$ cat src/inc/flash_host_pkg.sv
package flash_host_pkg;
    // Bus geometry of the attached part.
    localparam int ADDR_W = 19;
    localparam int DATA_W = 8;
    // Command addresses and data codes.
    localparam logic [18:0] UNLOCK_ADDR1 = 19'h00555;
    localparam logic [18:0] UNLOCK_ADDR2 = 19'h002AA;
    localparam logic [7:0] UNLOCK_DATA1 = 8'hAA;
    localparam logic [7:0] UNLOCK_DATA2 = 8'h55;
    localparam logic [7:0] CMD_RESET = 8'hF0;
    localparam logic [7:0] CMD_AUTOSEL = 8'h90;
    localparam logic [7:0] CMD_PROGRAM = 8'hA0;
    localparam logic [7:0] CMD_BYPASS = 8'h20;
    localparam logic [7:0] CMD_ERASE_SETUP = 8'h80;
    localparam logic [7:0] CMD_CHIP_ERASE = 8'h10;
    localparam logic [7:0] CMD_BLOCK_ERASE = 8'h30;
    localparam logic [7:0] CMD_SUSPEND = 8'hB0;
    localparam logic [7:0] CMD_RESUME = 8'h30;
    localparam logic [7:0] CMD_BYPASS_EXIT = 8'h00;
    // Auto select read offsets.
    localparam logic [18:0] AS_MAKER_ADDR = 19'h00000;
    localparam logic [18:0] AS_PART_ADDR = 19'h00001;
    localparam logic [18:0] AS_PROT_ADDR = 19'h00002;
    localparam int BLOCK_LSB = 16;
    // Timing at 200 MHz.
    localparam int CLK_PERIOD_PS = 5000;
    localparam int ABORT_TIME_US = 10;
    localparam int ABORT_CYCLES = ABORT_TIME_US * 1000000 / CLK_PERIOD_PS;
    localparam int BLOCK_GAP_US = 50;
    localparam int BLOCK_GAP_CYCLES = BLOCK_GAP_US * 1000000 / CLK_PERIOD_PS;
    localparam int SUSPEND_TIME_US = 15;
    localparam int SUSPEND_CYCLES = SUSPEND_TIME_US * 1000000 / CLK_PERIOD_PS;
    // Bus strobe phase lengths in cycles.
    localparam int SETUP_CYCLES = 2;
    localparam int STROBE_CYCLES = 4;
    localparam int HOLD_CYCLES = 2;
    // Host commands.
    typedef enum logic [3:0] {
        OP_READ = 4'h0, OP_RESET = 4'h1, OP_RESET3 = 4'h2, OP_AUTOSEL = 4'h3,
        OP_PROGRAM = 4'h4, OP_BYPASS = 4'h5, OP_BYP_PROGRAM = 4'h6,
        OP_BYP_EXIT = 4'h7, OP_CHIP_ERASE = 4'h8, OP_BLOCK_ERASE = 4'h9,
        OP_BLOCK_ADD = 4'hA, OP_SUSPEND = 4'hB, OP_RESUME = 4'hC, OP_ID_READ = 4'hD
    } op_t;
endpackage

$ cat src/inc/flash_cycle_if.sv
`timescale 1ns/10ps
`default_nettype none
// Carries one bus cycle request from the sequencer to the strobe engine.
interface flash_cycle_if;
    logic req;
    logic write;
    logic [18:0] addr;
    logic [7:0] data;
    logic done;
    logic [7:0] rdata;
    modport seq (output req, output write, output addr, output data,
        input done, input rdata);
    modport eng (input req, input write, input addr, input data,
        output done, output rdata);
endinterface
`default_nettype wire

$ cat src/design/flash_command_host.sv
`timescale 1ns/10ps
`default_nettype none
module flash_command_host #(
    parameter int ABORT_WAIT = flash_host_pkg::ABORT_CYCLES,
    parameter int SUSPEND_WAIT = flash_host_pkg::SUSPEND_CYCLES,
    parameter int BLOCK_GAP = flash_host_pkg::BLOCK_GAP_CYCLES
) (
    // Clock and control.
    input wire logic ref_clk,
    input wire logic reset,
    input wire logic clk_en,
    // Command port.
    input wire logic cmd_valid,
    output logic cmd_ready,
    input wire logic [3:0] cmd_op,
    input wire logic [18:0] cmd_addr,
    input wire logic [7:0] cmd_data,
    output logic rsp_valid,
    output logic [7:0] rsp_data,
    output logic bypass_active,
    output logic block_window_open,
    // Flash pins.
    output logic chip_en_n,
    output logic out_en_n,
    output logic write_en_n,
    output logic [18:0] byte_address_lines,
    output logic [7:0] byte_data_lines_out,
    output logic byte_data_lines_oe,
    input wire logic [7:0] byte_data_lines_in,
    output logic elevated_id_voltage
);
    typedef enum logic [2:0] {
        ST_IDLE = 3'b000, ST_WRITE = 3'b001, ST_WAIT = 3'b011, ST_PAUSE = 3'b010,
        ST_DONE = 3'b110
    } state_t;
    typedef struct packed {
        state_t st;
        logic [2:0] idx;
        logic [2:0] len;
        logic rd;
        flash_host_pkg::op_t op;
        logic [18:0] addr;
        logic [7:0] data;
        logic [31:0] wait_cnt;
        logic [31:0] gap_cnt;
        logic bypass;
        logic id_pin;
        logic [7:0] rdata;
        logic rsp;
    } host_t;
    host_t s_reg, s_next;
    flash_cycle_if cyc();

    // Length of the write sequence for each command.
    function automatic logic [2:0] seq_len(input flash_host_pkg::op_t op);
        unique case (op)
            flash_host_pkg::OP_RESET, flash_host_pkg::OP_SUSPEND,
            flash_host_pkg::OP_RESUME, flash_host_pkg::OP_BLOCK_ADD: seq_len = 3'd1;
            flash_host_pkg::OP_BYP_PROGRAM, flash_host_pkg::OP_BYP_EXIT: seq_len = 3'd2;
            flash_host_pkg::OP_RESET3, flash_host_pkg::OP_AUTOSEL,
            flash_host_pkg::OP_BYPASS: seq_len = 3'd3;
            flash_host_pkg::OP_PROGRAM: seq_len = 3'd4;
            flash_host_pkg::OP_CHIP_ERASE, flash_host_pkg::OP_BLOCK_ERASE: seq_len = 3'd6;
            default: seq_len = 3'd0;
        endcase
    endfunction

    // Address and data of write number i; the unlock pair opens the long forms.
    function automatic logic [26:0] seq_word(input flash_host_pkg::op_t op,
        input logic [2:0] i, input logic [18:0] a, input logic [7:0] d);
        logic [2:0] k;
        k = (i > 3'd2) ? i - 3'd3 : i;
        seq_word = {a, d};
        unique case (op)
            flash_host_pkg::OP_RESET, flash_host_pkg::OP_BLOCK_ADD:
                seq_word = {a, (op == flash_host_pkg::OP_RESET) ?
                    flash_host_pkg::CMD_RESET : flash_host_pkg::CMD_BLOCK_ERASE};
            flash_host_pkg::OP_SUSPEND: seq_word = {a, flash_host_pkg::CMD_SUSPEND};
            flash_host_pkg::OP_RESUME: seq_word = {a, flash_host_pkg::CMD_RESUME};
            flash_host_pkg::OP_BYP_PROGRAM:
                if (i == 3'd0) seq_word = {a, flash_host_pkg::CMD_PROGRAM};
            flash_host_pkg::OP_BYP_EXIT:
                seq_word = {a, (i == 3'd0) ? flash_host_pkg::CMD_AUTOSEL :
                    flash_host_pkg::CMD_BYPASS_EXIT};
            default: begin
                if (seq_len(op) == 3'd0 || (op == flash_host_pkg::OP_PROGRAM && i == 3'd3)) begin
                    seq_word = {a, d};
                end else if (k == 3'd0) seq_word = {flash_host_pkg::UNLOCK_ADDR1,
                    flash_host_pkg::UNLOCK_DATA1};
                else if (k == 3'd1) seq_word = {flash_host_pkg::UNLOCK_ADDR2,
                    flash_host_pkg::UNLOCK_DATA2};
                else if (i == 3'd2) begin
                    unique case (op)
                        flash_host_pkg::OP_RESET3:
                            seq_word = {a, flash_host_pkg::CMD_RESET};
                        flash_host_pkg::OP_AUTOSEL:
                            seq_word = {flash_host_pkg::UNLOCK_ADDR1, flash_host_pkg::CMD_AUTOSEL};
                        flash_host_pkg::OP_PROGRAM:
                            seq_word = {flash_host_pkg::UNLOCK_ADDR1, flash_host_pkg::CMD_PROGRAM};
                        flash_host_pkg::OP_BYPASS:
                            seq_word = {flash_host_pkg::UNLOCK_ADDR1, flash_host_pkg::CMD_BYPASS};
                        default:
                            seq_word = {flash_host_pkg::UNLOCK_ADDR1,
                                flash_host_pkg::CMD_ERASE_SETUP};
                    endcase
                end else if (i == 3'd5) begin
                    if (op == flash_host_pkg::OP_CHIP_ERASE)
                        seq_word = {flash_host_pkg::UNLOCK_ADDR1, flash_host_pkg::CMD_CHIP_ERASE};
                    else
                        seq_word = {a, flash_host_pkg::CMD_BLOCK_ERASE};
                end
            end
        endcase
    endfunction

    logic [26:0] word;
    assign word = seq_word(s_reg.op, s_reg.idx, s_reg.addr, s_reg.data);

    // Sequencer: one command at a time; writes go back to back with no reads between.
    always_comb begin
        s_next = s_reg;
        s_next.rsp = 1'b0;
        if (s_reg.gap_cnt != 32'd0) begin
            s_next.gap_cnt = s_reg.gap_cnt - 32'd1;
        end
        unique case (s_reg.st)
            ST_IDLE: begin
                if (cmd_valid) begin
                    s_next.op = flash_host_pkg::op_t'(cmd_op);
                    s_next.addr = cmd_addr;
                    s_next.data = cmd_data;
                    s_next.idx = 3'd0;
                    s_next.len = seq_len(flash_host_pkg::op_t'(cmd_op));
                    s_next.rd = (cmd_op == flash_host_pkg::OP_READ ||
                        cmd_op == flash_host_pkg::OP_ID_READ);
                    s_next.id_pin = (cmd_op == flash_host_pkg::OP_ID_READ);
                    s_next.st = ST_WRITE;
                end
            end
            ST_WRITE: begin
                s_next.st = ST_WAIT;
            end
            ST_WAIT: begin
                if (cyc.done) begin
                    s_next.idx = s_reg.idx + 3'd1;
                    s_next.rdata = cyc.rdata;
                    if (s_reg.rd || s_reg.idx + 3'd1 >= s_reg.len) begin
                        s_next.st = ST_PAUSE;
                        s_next.wait_cnt = 32'd0;
                        unique case (s_reg.op)
                            flash_host_pkg::OP_RESET, flash_host_pkg::OP_RESET3: begin
                                // Device may still be aborting; hold off reads.
                                s_next.wait_cnt = 32'(ABORT_WAIT);
                            end
                            flash_host_pkg::OP_SUSPEND:
                                s_next.wait_cnt = 32'(SUSPEND_WAIT);
                            flash_host_pkg::OP_BYPASS: s_next.bypass = 1'b1;
                            flash_host_pkg::OP_BYP_EXIT: s_next.bypass = 1'b0;
                            flash_host_pkg::OP_BLOCK_ERASE, flash_host_pkg::OP_BLOCK_ADD:
                                s_next.gap_cnt = 32'(BLOCK_GAP);
                            default: ;
                        endcase
                    end else begin
                        s_next.st = ST_WRITE;
                    end
                end
            end
            ST_PAUSE: begin
                if (s_reg.wait_cnt == 32'd0) begin
                    s_next.st = ST_DONE;
                end else begin
                    s_next.wait_cnt = s_reg.wait_cnt - 32'd1;
                end
            end
            ST_DONE: begin
                s_next.rsp = 1'b1;
                s_next.id_pin = 1'b0;
                s_next.st = ST_IDLE;
            end
            default: s_next.st = ST_IDLE;
        endcase
    end

    always_ff @(posedge ref_clk) begin
        if (reset) begin
            s_reg <= '0;
        end else if (clk_en) begin
            s_reg <= s_next;
        end
    end

    // A read request keeps the caller's address; writes take the sequence word.
    assign cyc.req = (s_reg.st == ST_WRITE);
    assign cyc.write = !s_reg.rd;
    assign cyc.addr = s_reg.rd ? s_reg.addr : word[26:8];
    assign cyc.data = word[7:0];
    assign cmd_ready = (s_reg.st == ST_IDLE);
    assign rsp_valid = s_reg.rsp;
    assign rsp_data = s_reg.rdata;
    assign bypass_active = s_reg.bypass;
    assign block_window_open = (s_reg.gap_cnt != 32'd0);
    assign elevated_id_voltage = s_reg.id_pin;

    flash_bus_cycle u_cycle (
        .ref_clk(ref_clk),
        .reset(reset),
        .clk_en(clk_en),
        .cyc(cyc),
        .chip_en_n(chip_en_n),
        .out_en_n(out_en_n),
        .write_en_n(write_en_n),
        .byte_address_lines(byte_address_lines),
        .byte_data_lines_out(byte_data_lines_out),
        .byte_data_lines_oe(byte_data_lines_oe),
        .byte_data_lines_in(byte_data_lines_in)
    );

    property p_unlock_first;
        @(posedge ref_clk) disable iff (reset)
        (cyc.req && s_reg.op == flash_host_pkg::OP_PROGRAM && s_reg.idx == 3'd0)
        |-> cyc.addr == flash_host_pkg::UNLOCK_ADDR1 && cyc.data == flash_host_pkg::UNLOCK_DATA1;
    endproperty
    a_unlock_first: assert property (p_unlock_first)
        else $error("Program does not open with the unlock write.");
    property p_reset_code;
        @(posedge ref_clk) disable iff (reset)
        (cyc.req && s_reg.op == flash_host_pkg::OP_RESET) |-> cyc.data == flash_host_pkg::CMD_RESET;
    endproperty
    a_reset_code: assert property (p_reset_code)
        else $error("Reset write carries the wrong code.");
    property p_abort_wait;
        @(posedge ref_clk) disable iff (reset || !clk_en)
        (s_reg.st == ST_WAIT && cyc.done && s_reg.op == flash_host_pkg::OP_RESET)
        |=> s_reg.wait_cnt == 32'(ABORT_WAIT);
    endproperty
    a_abort_wait: assert property (p_abort_wait)
        else $error("Reset hold-off not loaded.");
    property p_oe_never_read;
        @(posedge ref_clk) disable iff (reset)
        byte_data_lines_oe |-> out_en_n;
    endproperty
    a_oe_never_read: assert property (p_oe_never_read)
        else $error("Data driven during a read strobe.");
    property p_bypass_set;
        @(posedge ref_clk) disable iff (reset || !clk_en)
        (s_reg.st == ST_WAIT && cyc.done && s_reg.op == flash_host_pkg::OP_BYPASS &&
        s_reg.idx == 3'd2) |=> bypass_active;
    endproperty
    a_bypass_set: assert property (p_bypass_set)
        else $error("Bypass flag not set after entry.");
    property p_exit_code;
        @(posedge ref_clk) disable iff (reset)
        (cyc.req && s_reg.op == flash_host_pkg::OP_BYP_EXIT && s_reg.idx == 3'd1)
        |-> cyc.data == flash_host_pkg::CMD_BYPASS_EXIT;
    endproperty
    a_exit_code: assert property (p_exit_code)
        else $error("Bypass exit second write wrong.");
    property p_chip_last;
        @(posedge ref_clk) disable iff (reset)
        (cyc.req && s_reg.op == flash_host_pkg::OP_CHIP_ERASE && s_reg.idx == 3'd5)
        |-> cyc.data == flash_host_pkg::CMD_CHIP_ERASE && cyc.addr == flash_host_pkg::UNLOCK_ADDR1;
    endproperty
    a_chip_last: assert property (p_chip_last)
        else $error("Chip erase last write wrong.");
    property p_byp_first;
        @(posedge ref_clk) disable iff (reset)
        (cyc.req && s_reg.op == flash_host_pkg::OP_BYP_PROGRAM && s_reg.idx == 3'd0)
        |-> cyc.data == flash_host_pkg::CMD_PROGRAM;
    endproperty
    a_byp_first: assert property (p_byp_first)
        else $error("Bypass program first write wrong.");
    c_program: cover property (@(posedge ref_clk) s_reg.op == flash_host_pkg::OP_PROGRAM && rsp_valid);
    c_erase: cover property (@(posedge ref_clk) s_reg.op == flash_host_pkg::OP_BLOCK_ADD && rsp_valid);
    c_idread: cover property (@(posedge ref_clk) elevated_id_voltage && !out_en_n);
endmodule
`default_nettype wire

$ cat src/design/flash_bus_cycle.sv
`timescale 1ns/10ps
`default_nettype none
// Drives one read or write cycle on the flash strobes.
module flash_bus_cycle (
    // Clock and control.
    input wire logic ref_clk,
    input wire logic reset,
    input wire logic clk_en,
    // Request side.
    flash_cycle_if.eng cyc,
    // Flash pins.
    output logic chip_en_n,
    output logic out_en_n,
    output logic write_en_n,
    output logic [18:0] byte_address_lines,
    output logic [7:0] byte_data_lines_out,
    output logic byte_data_lines_oe,
    input wire logic [7:0] byte_data_lines_in
);
    typedef enum logic [1:0] {
        PH_IDLE = 2'b00, PH_SETUP = 2'b01, PH_STROBE = 2'b11, PH_HOLD = 2'b10
    } phase_t;
    typedef struct packed {
        phase_t ph;
        logic [3:0] cnt;
        logic wr;
        logic [18:0] addr;
        logic [7:0] wdata;
        logic [7:0] rdata;
        logic done;
    } eng_t;
    eng_t s_reg, s_next;

    // Address is set before the strobe falls and data is held past its rise.
    always_comb begin
        s_next = s_reg;
        s_next.done = 1'b0;
        unique case (s_reg.ph)
            PH_IDLE: begin
                if (cyc.req) begin
                    s_next.ph = PH_SETUP;
                    s_next.cnt = 4'(flash_host_pkg::SETUP_CYCLES - 1);
                    s_next.wr = cyc.write;
                    s_next.addr = cyc.addr;
                    s_next.wdata = cyc.data;
                end
            end
            PH_SETUP: begin
                s_next.cnt = s_reg.cnt - 4'h1;
                if (s_reg.cnt == 4'h0) begin
                    s_next.ph = PH_STROBE;
                    s_next.cnt = 4'(flash_host_pkg::STROBE_CYCLES - 1);
                end
            end
            PH_STROBE: begin
                s_next.cnt = s_reg.cnt - 4'h1;
                if (s_reg.cnt == 4'h0) begin
                    s_next.ph = PH_HOLD;
                    s_next.cnt = 4'(flash_host_pkg::HOLD_CYCLES - 1);
                    s_next.rdata = byte_data_lines_in;
                end
            end
            PH_HOLD: begin
                s_next.cnt = s_reg.cnt - 4'h1;
                if (s_reg.cnt == 4'h0) begin
                    s_next.ph = PH_IDLE;
                    s_next.done = 1'b1;
                end
            end
        endcase
    end

    always_ff @(posedge ref_clk) begin
        if (reset) begin
            s_reg <= '0;
        end else if (clk_en) begin
            s_reg <= s_next;
        end
    end

    // Output enable stays high through a write so the pins never fight.
    assign chip_en_n = !(s_reg.ph == PH_STROBE);
    assign write_en_n = !(s_reg.ph == PH_STROBE && s_reg.wr);
    assign out_en_n = !(s_reg.ph == PH_STROBE && !s_reg.wr);
    assign byte_address_lines = s_reg.addr;
    assign byte_data_lines_out = s_reg.wdata;
    assign byte_data_lines_oe = s_reg.wr && s_reg.ph != PH_IDLE;
    assign cyc.done = s_reg.done;
    assign cyc.rdata = s_reg.rdata;

    // Both strobes low at once would let the part take a write while it drives the bus.
    property p_oe_excl;
        @(posedge ref_clk) disable iff (reset)
        !(!out_en_n && !write_en_n);
    endproperty
    a_oe_excl: assert property (p_oe_excl)
        else $error("Output and write enable low together.");
    property p_read_strobe;
        @(posedge ref_clk) disable iff (reset)
        !out_en_n |-> !chip_en_n && write_en_n && !byte_data_lines_oe;
    endproperty
    a_read_strobe: assert property (p_read_strobe)
        else $error("Read strobe without chip enable or with a write active.");
endmodule
`default_nettype wire

$ cat config.mk
export PLATFORM = sky130hd
export DESIGN_NAME = flash_command_host
export DESIGN_NICKNAME = d
export VERILOG_FILES = /design/src/inc/flash_host_pkg.sv /design/src/inc/flash_cycle_if.sv /design/src/design/flash_command_host.sv /design/src/design/flash_bus_cycle.sv
export SDC_FILE = /design/constraint.sdc
export NUM_CORES = 1
export LEC_CHECK = 0
export ABC_AREA = 1
export BUFFER_PORTS_ARGS = -buffer_cell sky130_fd_sc_hd__buf_2
export CAP_MARGIN = 5
export CORE_ASPECT_RATIO = 2
export CORE_UTILIZATION = 50
export DETAILED_ROUTE_END_ITERATION = 10
export GPL_TIMING_DRIVEN = 0
export PLACE_DENSITY_LB_ADDON = 0.1
export SLEW_MARGIN = 20
export SYNTH_ARGS = -nofsm -noshare
export SYNTH_HDL_FRONTEND = slang
export SYNTH_HIERARCHICAL = 1
export SYNTH_SLANG_ARGS = --single-unit
$ cat constraint.sdc
create_clock -name ref_clk -period 3.2 [get_ports ref_clk]
set_clock_uncertainty 0.05 [all_clocks]
set_input_delay 0.16 -clock ref_clk [delete_from_list [all_inputs] [get_ports ref_clk]]
set_output_delay 0.16 -clock ref_clk [all_outputs]
set_load 0.02 [all_outputs]
==> results.md, run 1 <==
- The final hold violation count is 0.
- The count of buffering cells on the critical path with inverters included is 4.
- The count of antenna diodes in the layout is 0.
- The ratio of total power to cell area is roughly 690 mW/mm^2.
- Setup total negative slack on the finished layout was measured at 0 ps.
- Data on the critical path is required at its endpoint by around 3500 ps.
- The kind of cell with the highest combined delay on the critical path is adder cells.
- The worst setup slack for register-to-register paths is roughly 430 ps.
- By instance count, the leading cell after synthesis is sky130_fd_sc_hd__nor2_1.
- The worst hold-check path type is in -> reg.
- The commonest register cell after synthesis is sky130_fd_sc_hd__dfxtp_1.
- Clock tree synthesis inserted a total of 17 buffers.
- The cell taking the most area after synthesis is sky130_fd_sc_hd__dfxtp_1.
- The average via count per standard cell is between 5 and 6.
- The synthesized netlist occupies a cell area of around 0.0090 sq mm.
- The stage delay of the slowest cell on the critical path is about 360 ps.
- The proportion of power drawn by flip-flops and latches is 34.1%.
- The share of total power consumed by net switching is approximately 39%.
- From left edge to right edge, the die measures about 97 microns.
- The warning count from the yosys run is 6.
- The worst setup path is captured at a flop.
- By count the netlist is led by sky130_fd_sc_hd__nor2_1, sky130_fd_sc_hd__nand2_1, sky130_fd_sc_hd__dfxtp_1, sky130_fd_sc_hd__inv_1, sky130_fd_sc_hd__a21oi_1.
- STA classifies the critical path startpoint as a flop.
- The routed design could run at a clock period as short as about 2800 ps.
- The longest clock path from root to sink contains 2 buffers.
- CTS placed an instance of sky130_fd_sc_hd__clkbuf_16 at the clock tree root.
- The post-detailed-route DRC marker count is 0.
- By area the synthesized netlist is led by sky130_fd_sc_hd__dfxtp_1, sky130_fd_sc_hd__nor2_1, sky130_fd_sc_hd__nand2_1.
- CTS built an H-tree with a depth of 4.
- The tool flagged a number of max-cap violations equal to 0.
- The total power is about 0.0073 W.
- The cell type of the slowest stage on the worst timing path is sky130_fd_sc_hd__dfxtp_1.
- TritonCTS built the clock tree.
- The number of distinct library cell variants in the gate-level netlist after synthesis is 42.
- After legalization and detailed placement, the total HPWL measured between 20 and 25 mm.
- The worst hold slack after final layout is 7.58 ps.
- The proportion of power drawn by combinational gates is between 30% and 40%.
- The worst-path maximum fanout is 10.
- The analysis attributes to cell leakage a power of between 5 and 6 nW.
- After floorplanning, the core was divided into 69 placement rows.
- For the worst setup path, the data arrival time is a little over 3000 ps.
- Setup repair after global routing left no endpoint under its margin.
- The fmax is 0.361 GHz.
- The proportion of synthesized flip-flops having asynchronous set or reset is 0%.
- The proportion of layout cells with a drive suffix above 1 is about 13%.
- The final wirelength is 26.1 mm.
- The global router's overall resource usage is roughly 29%.
- The average instance in the mapped netlist occupies 6.40 sq um.
- In this run the remaining antenna-violating nets after routing total 0.
- The share of the core filled with cells is between 50% and 60%.
- The run finished with clean final reports.
- The clock network power share is 29.4%.
- The number of enable flip-flop cells after synthesis is 0.
- Routability-driven placement finished with a final weighted congestion of around 1.1.
- Across all layers, the routed design uses about 9200 vias.
- The number of port buffers is 86.
- The number of antenna violations at the first check in global routing is 0.
- Counting flops and latches in the post-synthesis netlist gives around 160.
- Setup violations remaining at the end of the flow were counted as 0.
- The floorplan die height is roughly 190 microns.
- For this configuration, the core starts out at a cell density of about half.
- The area share of the leading cell type in the synthesized netlist is 36.1%.
- The count of pins on the block boundary is 87.
- The number of max-slew violations in the final report was 0.
- The insertion delay to the later sink of the worst-skew pair is 420 ps.
- The area of the core region is around 0.018 sq mm.
- The part of the cycle the worst path needs is 86.7%.
- The portion of the post-synthesis area used by sequential elements is between 30% and 40%.
- The global-route wire length before repair is 42.3 mm.
- The total clock sinks is around 160.
- The number of nets handed over by synthesis was 1457.
- The total net switching power is about 0.0028 W.
- After the last flow step, the layout net total stands at between 1500 and 2000.
- The maximum number of pins on one net before global-route repair is 17.
- Counting stages on the worst path, the most repeated cell is sky130_fd_sc_hd__ha_1.
- OpenSTA, run right after detailed placement, puts the worst setup slack at approximately 190 ps.
- Traced cell by cell, the critical path runs through ha_1 -> ha_1 -> inv_1 -> ha_1 -> a21oi_1 -> nand4_1 -> buf_4 -> nand4_1 -> nand2_2 -> inv_1 -> buf_2 -> o21ai_0 -> a21oi_1.
- The class of the most critical setup path is reg -> reg.
- Synthesis handed over a netlist of roughly 1400 instances.
- The CTS clock-pin slew for the worst setup and hold paths is approximately 60 ps.
- The die covers 0.0185 sq mm.
- The internal cell power is 0.00451 W.
- In this run the tightest slew margin relative to its limit is 39.8%.
- The register with the most flip-flops in the layout has ~110 of them.
- The area growth from synthesis to layout is 18.0%.
- The via count of the first global-routing pass is between 8000 and 9000.
- The worst-case vdd ir drop is between 0.4 and 0.5 mV.
- The total overflow reported by the global router is 0.
- The smallest setup slack after layout is between 400 and 500 ps.
- The count of TritonRoute iterations in the first routing pass is 5.
- The detail-routed net length per standard cell is 14.8 microns.
- The number of design-rule violations left by the first detailed-router iteration is between 300 and 400.
- Fill cells in the final layout number approximately 1800.
- The measured slew at the worst slew-check pin is 895 ps.
per-layer routing:
metal,share of wire [%],global-route usage (%),up-vias
li1,-,-,4687
met5,0,0,-
met2,55,56.9,248
met1,35,26.3,4191
met3,3.4,3.91,108
met4,6.5,20.4,0
cell families after synthesis:
| group | Yosys count | synth area share [%] |
|---|---|---|
| compound gates | 243 | 14.3 |
| xor+xnor | 23 | 2.25 |
| fa+ha+maj | 12 | 1.67 |
| buf+inv | 234 | 12.3 |
| flops | 162 | 36.1 |
| simple gates | 728 | 33.4 |
worst paths after layout:
kind | start | to | cells after the start
worst min register to register | s_reg[86]$_SDFFE_PP0P_ | s_reg[86]$_SDFFE_PP0P_ | 2
worst min-delay path | cmd_data[5] | s_reg[80]$_SDFFE_PP0P_ | 3
worst max register to register | s_reg[110]$_SDFFE_PP0P_ | s_reg[12]$_SDFFE_PP0P_ | 13
worst max-delay path | s_reg[110]$_SDFFE_PP0P_ | s_reg[12]$_SDFFE_PP0P_ | 13
metrics by stage:
stage                     cells  cell area (sq um)
after CTS                  1759              10600
after detailed placement   1701               9670
after floorplan            1402               8970
after global placement     1701               9670
final                      1761              10600
after global routing       1761              10600
worst min-delay path: stages:
cell and delay, ps:
sky130_fd_sc_hd__buf_2 70, sky130_fd_sc_hd__o21ai_0 80, sky130_fd_sc_hd__a21oi_1 120
power groups by stage:
stage,clock (W),combinational [W],sequential (W)
3_3_place_gp,0,0.00259,0.00254
4_1_cts,0.00220,0.00267,0.00250
6_report,0.00216,0.00268,0.00250
3_5_place_dp,0,0.00263,0.00254
5_1_grt,0.00228,0.00308,0.00253
2_1_floorplan,0,0.00205,0.00248
cells in the final DEF (no fill, tap or decap), types with 20 or more instances in the layout:
cell type	n
sky130_fd_sc_hd__nor2_1	309
sky130_fd_sc_hd__nand2_1	302
sky130_fd_sc_hd__dfxtp_1	162
sky130_fd_sc_hd__inv_1	144
sky130_fd_sc_hd__a21oi_1	103
sky130_fd_sc_hd__o21ai_0	101
sky130_fd_sc_hd__buf_2	98
sky130_fd_sc_hd__nand3_1	60
sky130_fd_sc_hd__buf_4	45
sky130_fd_sc_hd__dlygate4sd3_1	29
sky130_fd_sc_hd__clkbuf_1	20
what timing repair did:
action                                 4_1_cts  5_1_grt
setup endpoints to repair                    0        3
endpoints found under the hold margin       29        0
buffers inserted                             0        2
hold buffers                                29        0
gates resized for setup                      0        0
cell type report:
class	count	area, sq um	share of cell area (%)
Clock inverter	9	158	1.49
Tap cell	213	267	2.52
Buffer	83	528	4.99
Multi-Input combinational cell	1006	4630	43.7
Clock buffer	20	457	4.31
Inverter	151	573	5.41
Timing Repair Buffer	117	736	6.95
Sequential cell	162	3240	30.6
Note: power is estimated with default switching activity, not from simulation.
==> run 2, diff against run 1 <==
--- a/config.mk
+++ b/config.mk
@@ -5,7 +5,6 @@
 export SDC_FILE = /design/constraint.sdc
 export NUM_CORES = 1
 export LEC_CHECK = 0
-export ABC_AREA = 1
 export BUFFER_PORTS_ARGS = -buffer_cell sky130_fd_sc_hd__buf_2
 export CAP_MARGIN = 5
 export CORE_ASPECT_RATIO = 2
==> results.md, run 2 <==
- The portion of the post-synthesis area used by sequential elements is 37.0% (was 36.1%).
- The detail-routed net length per standard cell is 16.8 microns (was 14.8 microns).
- The setup slack after placement was -766 ps (was 187 ps).
- The number of levels in the clock H-tree came to 4 (unchanged).
- The post-synthesis instance total is 1118 (was 1402).
- The post-detailed-route DRC marker count is 0 (unchanged).
- The count of antenna diodes in the layout is 0 (unchanged).
- The area share of the leading cell type in the synthesized netlist is 37.0% (was 36.1%).
- The number of antenna-violating nets in the routed design is 0 (unchanged).
- The share of the core filled with cells was 60.4% (was 59.8%).
- The hold path depth was 2 (was 3).
- The via count of the first global-routing pass is 8386 (was 8983).
- The endpoint required time on the critical path is 3470 ps (was 3510 ps).
- The floorplan die height is 189 microns (was 191 microns).
- The count of TritonRoute iterations in the first routing pass came to 8 (was 5).
- The final cell count without fillers is 1475 (was 1761).
- The final hold violation count came to 0 (unchanged).
- The cell taking the most area after synthesis was sky130_fd_sc_hd__dfxtp_1 (unchanged).
- The CTS clock-pin slew for the worst setup and hold paths is 60 ps (about the same).
- The number of max-slew violations in the final report is 0 (unchanged).
- The endpoint kind of the worst setup timing path is a flop (unchanged).
- The count of max-cap constraint violations came to 0 (unchanged).
- The number of port buffers is 82 (was 86).
- The vias after detailed routing is 8635 (was 9234).
- The die area is 0.0181 sq mm (was 0.0185 sq mm).
- Most area-consuming cells after synthesis: sky130_fd_sc_hd__dfxtp_1, sky130_fd_sc_hd__a21oi_1, sky130_fd_sc_hd__nand2_1 (was sky130_fd_sc_hd__dfxtp_1, sky130_fd_sc_hd__nor2_1, sky130_fd_sc_hd__nand2_1).
- The cell at the root of the clock tree is sky130_fd_sc_hd__clkbuf_16 (unchanged).
- The flip-flop and latch count after synthesis is 162 (unchanged).
- The worst hold slack after final layout is 120 ps (was 7.58 ps).
- The insertion delay to the later sink of the worst-skew pair is 430 ps (was 420 ps).
- The count of pins on the block boundary came to 87 (unchanged).
- The fmax was 0.337 GHz (was 0.361 GHz).
- The worst-path maximum fanout is 10 (unchanged).
- The initial cell density of the core is 51.0% (was 50.7%).
- The maximum clock insertion buffer count came to 2 (unchanged).
- The number of antenna violations at the first check in global routing was 0 (unchanged).
- The cell area after placement is 0.00944 sq mm (was 0.00967 sq mm).
- The number of distinct library cell variants in the gate-level netlist after synthesis was 84 (was 42).
- The final net count is 1307 (was 1593).
- The fill cell instance count of the final layout is 1635 (was 1826).
- The number of enable flip-flop cells after synthesis is 0 (unchanged).
- Status: complete, no violations (unchanged).
- Most frequent cells in the layout: sky130_fd_sc_hd__nand2_1, sky130_fd_sc_hd__dfxtp_1, sky130_fd_sc_hd__a21oi_1, sky130_fd_sc_hd__buf_2, sky130_fd_sc_hd__buf_4 (was sky130_fd_sc_hd__nor2_1, sky130_fd_sc_hd__nand2_1, sky130_fd_sc_hd__dfxtp_1, sky130_fd_sc_hd__inv_1, sky130_fd_sc_hd__a21oi_1).
- The most used standard cell by instance count after synthesis is sky130_fd_sc_hd__nand2_1 (was sky130_fd_sc_hd__nor2_1).
- The mean instance size in the synthesized netlist is 7.84 sq um (was 6.40 sq um).
- The die outline width was 95.6 microns (was 96.7 microns).
- The netlist area before placement came to 0.00876 sq mm (was 0.00897 sq mm).
- The commonest register cell after synthesis was sky130_fd_sc_hd__dfxtp_1 (unchanged).
- The number of core rows came to 68 (was 69).
- The smallest setup slack after layout is 234 ps (was 427 ps).
- The proportion of layout cells with a drive suffix above 1 is 17.2% (was 13.0%).
- The proportion of synthesized flip-flops having asynchronous set or reset came to 0% (unchanged).
- The number of flip-flops in the largest register came to 105 (unchanged).
- The part of the cycle the worst path needs is 92.7% (was 86.7%).
- The commonest non-fill, non-tap cell in the layout is sky130_fd_sc_hd__nand2_1 (was sky130_fd_sc_hd__nor2_1).
- The area of the core region is 0.0172 sq mm (was 0.0177 sq mm).
- The average via count per standard cell was 5.85 (was 5.24).
- The final wirelength is 24.8 mm (was 26.1 mm).
- The placed cell count came to 1410 (was 1701).
- The startpoint type of the worst setup path is a flop (unchanged).
- Most frequent cells after synthesis: sky130_fd_sc_hd__nand2_1, sky130_fd_sc_hd__dfxtp_1, sky130_fd_sc_hd__a21oi_1, sky130_fd_sc_hd__clkbuf_1, sky130_fd_sc_hd__buf_4 (was sky130_fd_sc_hd__nor2_1, sky130_fd_sc_hd__nand2_1, sky130_fd_sc_hd__dfxtp_1, sky130_fd_sc_hd__inv_1, sky130_fd_sc_hd__a21oi_1).
- The setup violation total in the final timing report came to 0 (unchanged).
- The shortest period the worst path allows is 2970 ps (was 2770 ps).
- The weighted congestion reported at the end of routability-driven placement is 0.912 (was 1.05).
- The critical path data arrival time is 3240 ps (was 3080 ps).
- The total overflow reported by the global router is 0 (unchanged).
- The TritonCTS clock tree is yes (unchanged).
- The leakage component of the power is 4.13 nW (was 5.21 nW).
- The max-slew headroom at the worst pin came to 37.5% (was 39.8%).
- The number of design-rule violations left by the first detailed-router iteration is 334 (was 371).
- The total clock sinks is 162 (unchanged).
- The global-route wire length before repair is 40.1 mm (was 42.3 mm).
- The number of nets produced by synthesis is 1173 (was 1457).
- The worst hold-check path type is in -> reg (unchanged).
- The class of the most critical setup path is reg -> reg (unchanged).
- The warning count from the yosys run is 6 (unchanged).
- The measured slew at the worst slew-check pin is 928 ps (was 895 ps).
- The worst-case vdd ir drop is 0.626 mV (was 0.492 mV).
- The global router's overall resource usage was 28.6% (was 28.8%).
- The ratio of total power to cell area is 683 mW/mm^2 (was 693 mW/mm^2).
- The area growth from synthesis to layout was 18.5% (was 18.0%).
- The total CTS buffers was 17 (unchanged).
- The total half-perimeter wirelength after legalization and detailed placement is 18.5 mm (was 20.3 mm).
- The logic depth of the worst register-to-register path is 11 (was 13).
- The maximum number of pins on one net before global-route repair was 20 (was 17).
- The area of all placed cells without fillers came to 0.0104 sq mm (was 0.0106 sq mm).
run 2: layout make-up:
| type | instances | area (sq um) | area share (%) |
|---|---|---|---|
| flip-flops and latches | 162 | 3250 | 31.2 |
| inverters | 41 | 154 | 1.48 |
| clock inverters | 9 | 80.1 | 0.771 |
| plain buffers | 110 | 619 | 5.96 |
| repair buffers | 117 | 761 | 7.32 |
| clock buffers | 23 | 488 | 4.70 |
| well taps | 210 | 263 | 2.53 |
| multi-input cells | 803 | 4780 | 46.0 |
run 2: where the power goes:
group / switching (W) / total [W] / internal, W / leakage [nW]
Combinational: 0.00168 / 0.00265 / 0.000968 / 2.55
Clock: 0.000835 / 0.00198 / 0.00115 / 0.271
Sequential: 0.000211 / 0.00246 / 0.00225 / 1.31
Total: 0.00273 / 0.00710 / 0.00437 / 4.13
run 2: cell families after synthesis:
kind of cell	share of synthesized area [%]
flops	37.0
compound gates	22.3
simple gates	26.5
fa+ha+maj	1.71
mux	2.78
buf+inv	8.81
xor+xnor	0.900
run 2: per-layer routing:
metal  up-vias  share of wire [%]  wire (microns)  GRT usage, %
li1       4258                  -               -             -
met1      4044                 36            8930          27.2
met2       247                 55           13600          53.4
met3        86                3.5             867          5.42
met4         0                5.5            1370          18.4
met5         -                  0               0             0
run 2: per-stage QoR:
| stage | power (W) | TNS, ps |
|---|---|---|
| detailed placement | 0.00507 | -14850 |
| global route | 0.00753 | -5.55 |
| global placement | 0.00503 | -14060 |
| finish | 0.00710 | 0 |
| floorplan | 0.00443 | 0 |
| CTS | 0.00710 | 0 |
run 2: repair_timing:
item	4_1_cts	5_1_grt
hold buffers	35	0
hold endpoints to repair	35	0
endpoints found under the setup margin	55	54
buffers inserted	0	0
resized for setup	11	9
run 2: worst max-delay path, stage by stage (launching register included):
cell	delay, ps
sky130_fd_sc_hd__dfxtp_2	370
sky130_fd_sc_hd__ha_1	210
sky130_fd_sc_hd__ha_1	290
sky130_fd_sc_hd__inv_1	60
sky130_fd_sc_hd__ha_1	300
sky130_fd_sc_hd__nand2_1	90
sky130_fd_sc_hd__o21a_1	230
sky130_fd_sc_hd__clkbuf_2	210
sky130_fd_sc_hd__o2111ai_1	390
sky130_fd_sc_hd__buf_2	330
sky130_fd_sc_hd__nand4_1	160
sky130_fd_sc_hd__mux2i_1	160
run 2: worst paths after layout:
kind / start / to / slack (ps)
min reg2reg: s_reg[100]$_SDFFE_PP0P_ / s_reg[100]$_SDFFE_PP0P_ / 400
min: reset / s_reg[104]$_SDFFE_PP0P_ / 120
max: s_reg[110]$_SDFFE_PP0P_ / s_reg[57]$_SDFFE_PP0P_ / 230
max reg2reg: s_reg[110]$_SDFFE_PP0P_ / s_reg[57]$_SDFFE_PP0P_ / 230
==> run 3, diff against run 2 <==
==> constraint.sdc (replaced) <==
create_clock -name ref_clk -period 2.9 [get_ports ref_clk]
set_clock_uncertainty 0.05 [all_clocks]
set_input_delay 0.145 -clock ref_clk [delete_from_list [all_inputs] [get_ports ref_clk]]
set_output_delay 0.145 -clock ref_clk [all_outputs]
set_load 0.02 [all_outputs]
==> results.md, run 3 (synthesis gave the netlist of run 2 again) <==
- Status: complete, no violations (unchanged).
- The total net switching power was 0.00312 W (was 0.00273 W).
- The die outline width is 95.6 microns (unchanged).
- The number of max-slew violations in the final report was 0 (unchanged).
- The share of total power consumed by net switching came to 38.2% (was 38.4%).
- The shortest period the worst path allows is 2780 ps (was 2970 ps).
- The sequential cell area in the final layout is 0.00325 sq mm (about the same).
- The number of flip-flops in the largest register was 105 (unchanged).
- The critical path data arrival time came to 3100 ps (was 3240 ps).
- The setup violation total in the final timing report was 0 (unchanged).
- The count of antenna diodes in the layout is 0 (unchanged).
- The CTS clock-pin slew for the worst setup and hold paths is 70 ps (was 60 ps).
- The number of antenna violations at the first check in global routing came to 0 (unchanged).
- The global router's overall resource usage is 29.6% (was 28.6%).
- The post-detailed-route DRC marker count is 0 (unchanged).
- The stage delay of the slowest cell on the critical path came to 400 ps (was 390 ps).
- The final wirelength was 25.9 mm (was 24.8 mm).
- The fill cell instance count of the final layout is 1575 (was 1635).
- Cells along the critical path: ha_1 -> ha_1 -> inv_2 -> ha_1 -> a211oi_2 -> o21a_1 -> buf_8 -> o2111ai_4 -> buf_4 -> a41o_1 -> a21oi_1 (was ha_1 -> ha_1 -> inv_1 -> ha_1 -> nand2_1 -> o21a_1 -> clkbuf_2 -> o2111ai_1 -> buf_2 -> nand4_1 -> mux2i_1).
- The multi-input gate area in the final layout is 0.00491 sq mm (was 0.00478 sq mm).
- The ratio of total power to cell area was 762 mW/mm^2 (was 683 mW/mm^2).
- The area of the core region was 0.0172 sq mm (unchanged).
- The average via count per standard cell is 5.85 (about the same).
- The final cell count without fillers is 1484 (was 1475).
- The endpoint required time on the critical path is 3220 ps (was 3470 ps).
- The total overflow reported by the global router is 0 (unchanged).
- The floorplan die height is 189 microns (unchanged).
- The critical path's most frequent cell is sky130_fd_sc_hd__ha_1 (unchanged).
- The insertion delay to the later sink of the worst-skew pair is 440 ps (was 430 ps).
- The maximum clock insertion buffer count came to 2 (unchanged).
- The measured slew at the worst slew-check pin came to 869 ps (was 928 ps).
- The worst-case vdd ir drop is 0.712 mV (was 0.626 mV).
- The total half-perimeter wirelength after legalization and detailed placement is 18.7 mm (was 18.5 mm).
- The count of pins on the block boundary is 87 (unchanged).
- The TritonCTS clock tree is yes (unchanged).
- The area of all placed cells without fillers is 0.0107 sq mm (was 0.0104 sq mm).
- The number of port buffers came to 82 (unchanged).
- The count of TritonRoute iterations in the first routing pass is 5 (was 8).
- The count of max-cap constraint violations is 0 (unchanged).
- Most frequent cells in the layout: sky130_fd_sc_hd__nand2_1, sky130_fd_sc_hd__dfxtp_1, sky130_fd_sc_hd__a21oi_1, sky130_fd_sc_hd__buf_2, sky130_fd_sc_hd__buf_4 (unchanged).
- The detail-routed net length per standard cell is 17.5 microns (was 16.8 microns).
- The total clock sinks came to 162 (unchanged).
- The startpoint type of the worst setup path is a flop (unchanged).
- The number of design-rule violations left by the first detailed-router iteration was 412 (was 334).
- The placed cell count came to 1410 (unchanged).
- The proportion of power drawn by combinational gates is 37.6% (was 37.4%).
- The cell area after placement is 0.00944 sq mm (about the same).
- The cell type of the slowest stage on the worst timing path was sky130_fd_sc_hd__dfxtp_4 (was sky130_fd_sc_hd__o2111ai_1).
- The via count of the first global-routing pass is 8522 (was 8386).
- The part of the cycle the worst path needs is 95.8% (was 92.7%).
- The proportion of layout cells with a drive suffix above 1 is 19.5% (was 17.2%).
- The endpoint kind of the worst setup timing path was a flop (unchanged).
- The initial cell density of the core was 51.0% (unchanged).
- The die area is 0.0181 sq mm (unchanged).
- The maximum number of pins on one net before global-route repair is 17 (was 20).
- The cell at the root of the clock tree is sky130_fd_sc_hd__clkbuf_16 (unchanged).
- The commonest non-fill, non-tap cell in the layout was sky130_fd_sc_hd__nand2_1 (unchanged).
- The number of antenna-violating nets in the routed design is 0 (unchanged).
- The area growth from synthesis to layout is 22.2% (was 18.5%).
- The total CTS buffers is 17 (unchanged).
- The final hold violation count is 0 (unchanged).
- The worst hold-check path type is in -> reg (unchanged).
- The weighted congestion reported at the end of routability-driven placement was 0.916 (was 0.912).
- The number of levels in the clock H-tree is 4 (unchanged).
- The leakage component of the power is 4.24 nW (was 4.13 nW).
- The worst-path maximum fanout is 10 (unchanged).
- The class of the most critical setup path is reg -> reg (unchanged).
- The vias after detailed routing is 8683 (was 8635).
- The aggregate negative setup slack was 0 ps (unchanged).
- The internal cell power is 0.00504 W (was 0.00437 W).
- The final net count is 1316 (was 1307).
- Setup repair after global routing could not meet its margin everywhere.
- The clock network power share is 29.1% (was 27.9%).
- The max-slew headroom at the worst pin is 41.8% (was 37.5%).
- The proportion of power drawn by flip-flops and latches is 33.3% (was 34.7%).
- The fmax is 0.360 GHz (was 0.337 GHz).
- The number of core rows was 68 (unchanged).
- The global-route wire length before repair is 41.1 mm (was 40.1 mm).
run 3: per-layer routing:
metal	wire (microns)	up-vias	track usage, %
met5	0	-	0
met4	1350	0	19.0
met3	1230	77	5.34
met2	14100	259	54.6
met1	9280	4060	29.0
li1	-	4287	-
run 3: critical path, delay by kind of cell, from the launching register on:
| family | cells | cell delay [ps] |
|---|---|---|
| AOI/OAI and AO/OA | 5 | 950 |
| adders and majority gates | 3 | 820 |
| buffers and inverters | 3 | 480 |
| DFF | 1 | 400 |
run 3: worst paths after layout:
kind / start / end / slack, ps / depth (start not counted)
max reg2reg: s_reg[110]$_SDFFE_PP0P_ / s_reg[64]$_SDFFE_PP0P_ / 120 / 11
min: reset / s_reg[104]$_SDFFE_PP0P_ / 50 / 2
max: s_reg[110]$_SDFFE_PP0P_ / s_reg[64]$_SDFFE_PP0P_ / 120 / 11
min reg2reg: s_reg[97]$_SDFFE_PP0P_ / s_reg[97]$_SDFFE_PP0P_ / 400 / 2
run 3: power groups by stage:
stage / clock [W] / sequential (W) / combinational, W
after floorplan: 0 / 0.00270 / 0.00219
after global placement: 0 / 0.00275 / 0.00278
after detailed placement: 0 / 0.00276 / 0.00283
after CTS: 0.00241 / 0.00271 / 0.00293
after global routing: 0.00250 / 0.00275 / 0.00342
final: 0.00238 / 0.00271 / 0.00307
run 3: layout make-up:
cell class                      count  area share (%)
Clock inverter                     14            1.66
Inverter                           41            1.47
Buffer                            112            6.41
Clock buffer                       18            4.10
Sequential cell                   162            30.3
Tap cell                          210            2.45
Timing Repair Buffer              124            7.76
Multi-Input combinational cell    803            45.8
run 3: per-stage QoR:
step | utilization, % | hold slack (ps) | power, W | setup WS (ps)
6_report | 62.3 | 54.7 | 0.00816 | 123
3_3_place_gp | 54.9 | 341 | 0.00553 | -813
3_5_place_dp | 54.9 | 348 | 0.00558 | -854
4_1_cts | 61.4 | 41.6 | 0.00805 | 14.1
2_1_floorplan | - | 194 | 0.00489 | 61.0
5_1_grt | 62.3 | 62.7 | 0.00867 | -5.85
run 3: what timing repair did:
| item | CTS | global route |
|---|---|---|
| setup buffers | 2 | 4 |
| setup endpoints to repair | 85 | 83 |
| hold buffers | 35 | 0 |
| gates resized for setup | 38 | 36 |
| pin swaps | 2 | 6 |
| hold endpoints to repair | 35 | 0 |
| gates cloned | 0 | 1 |
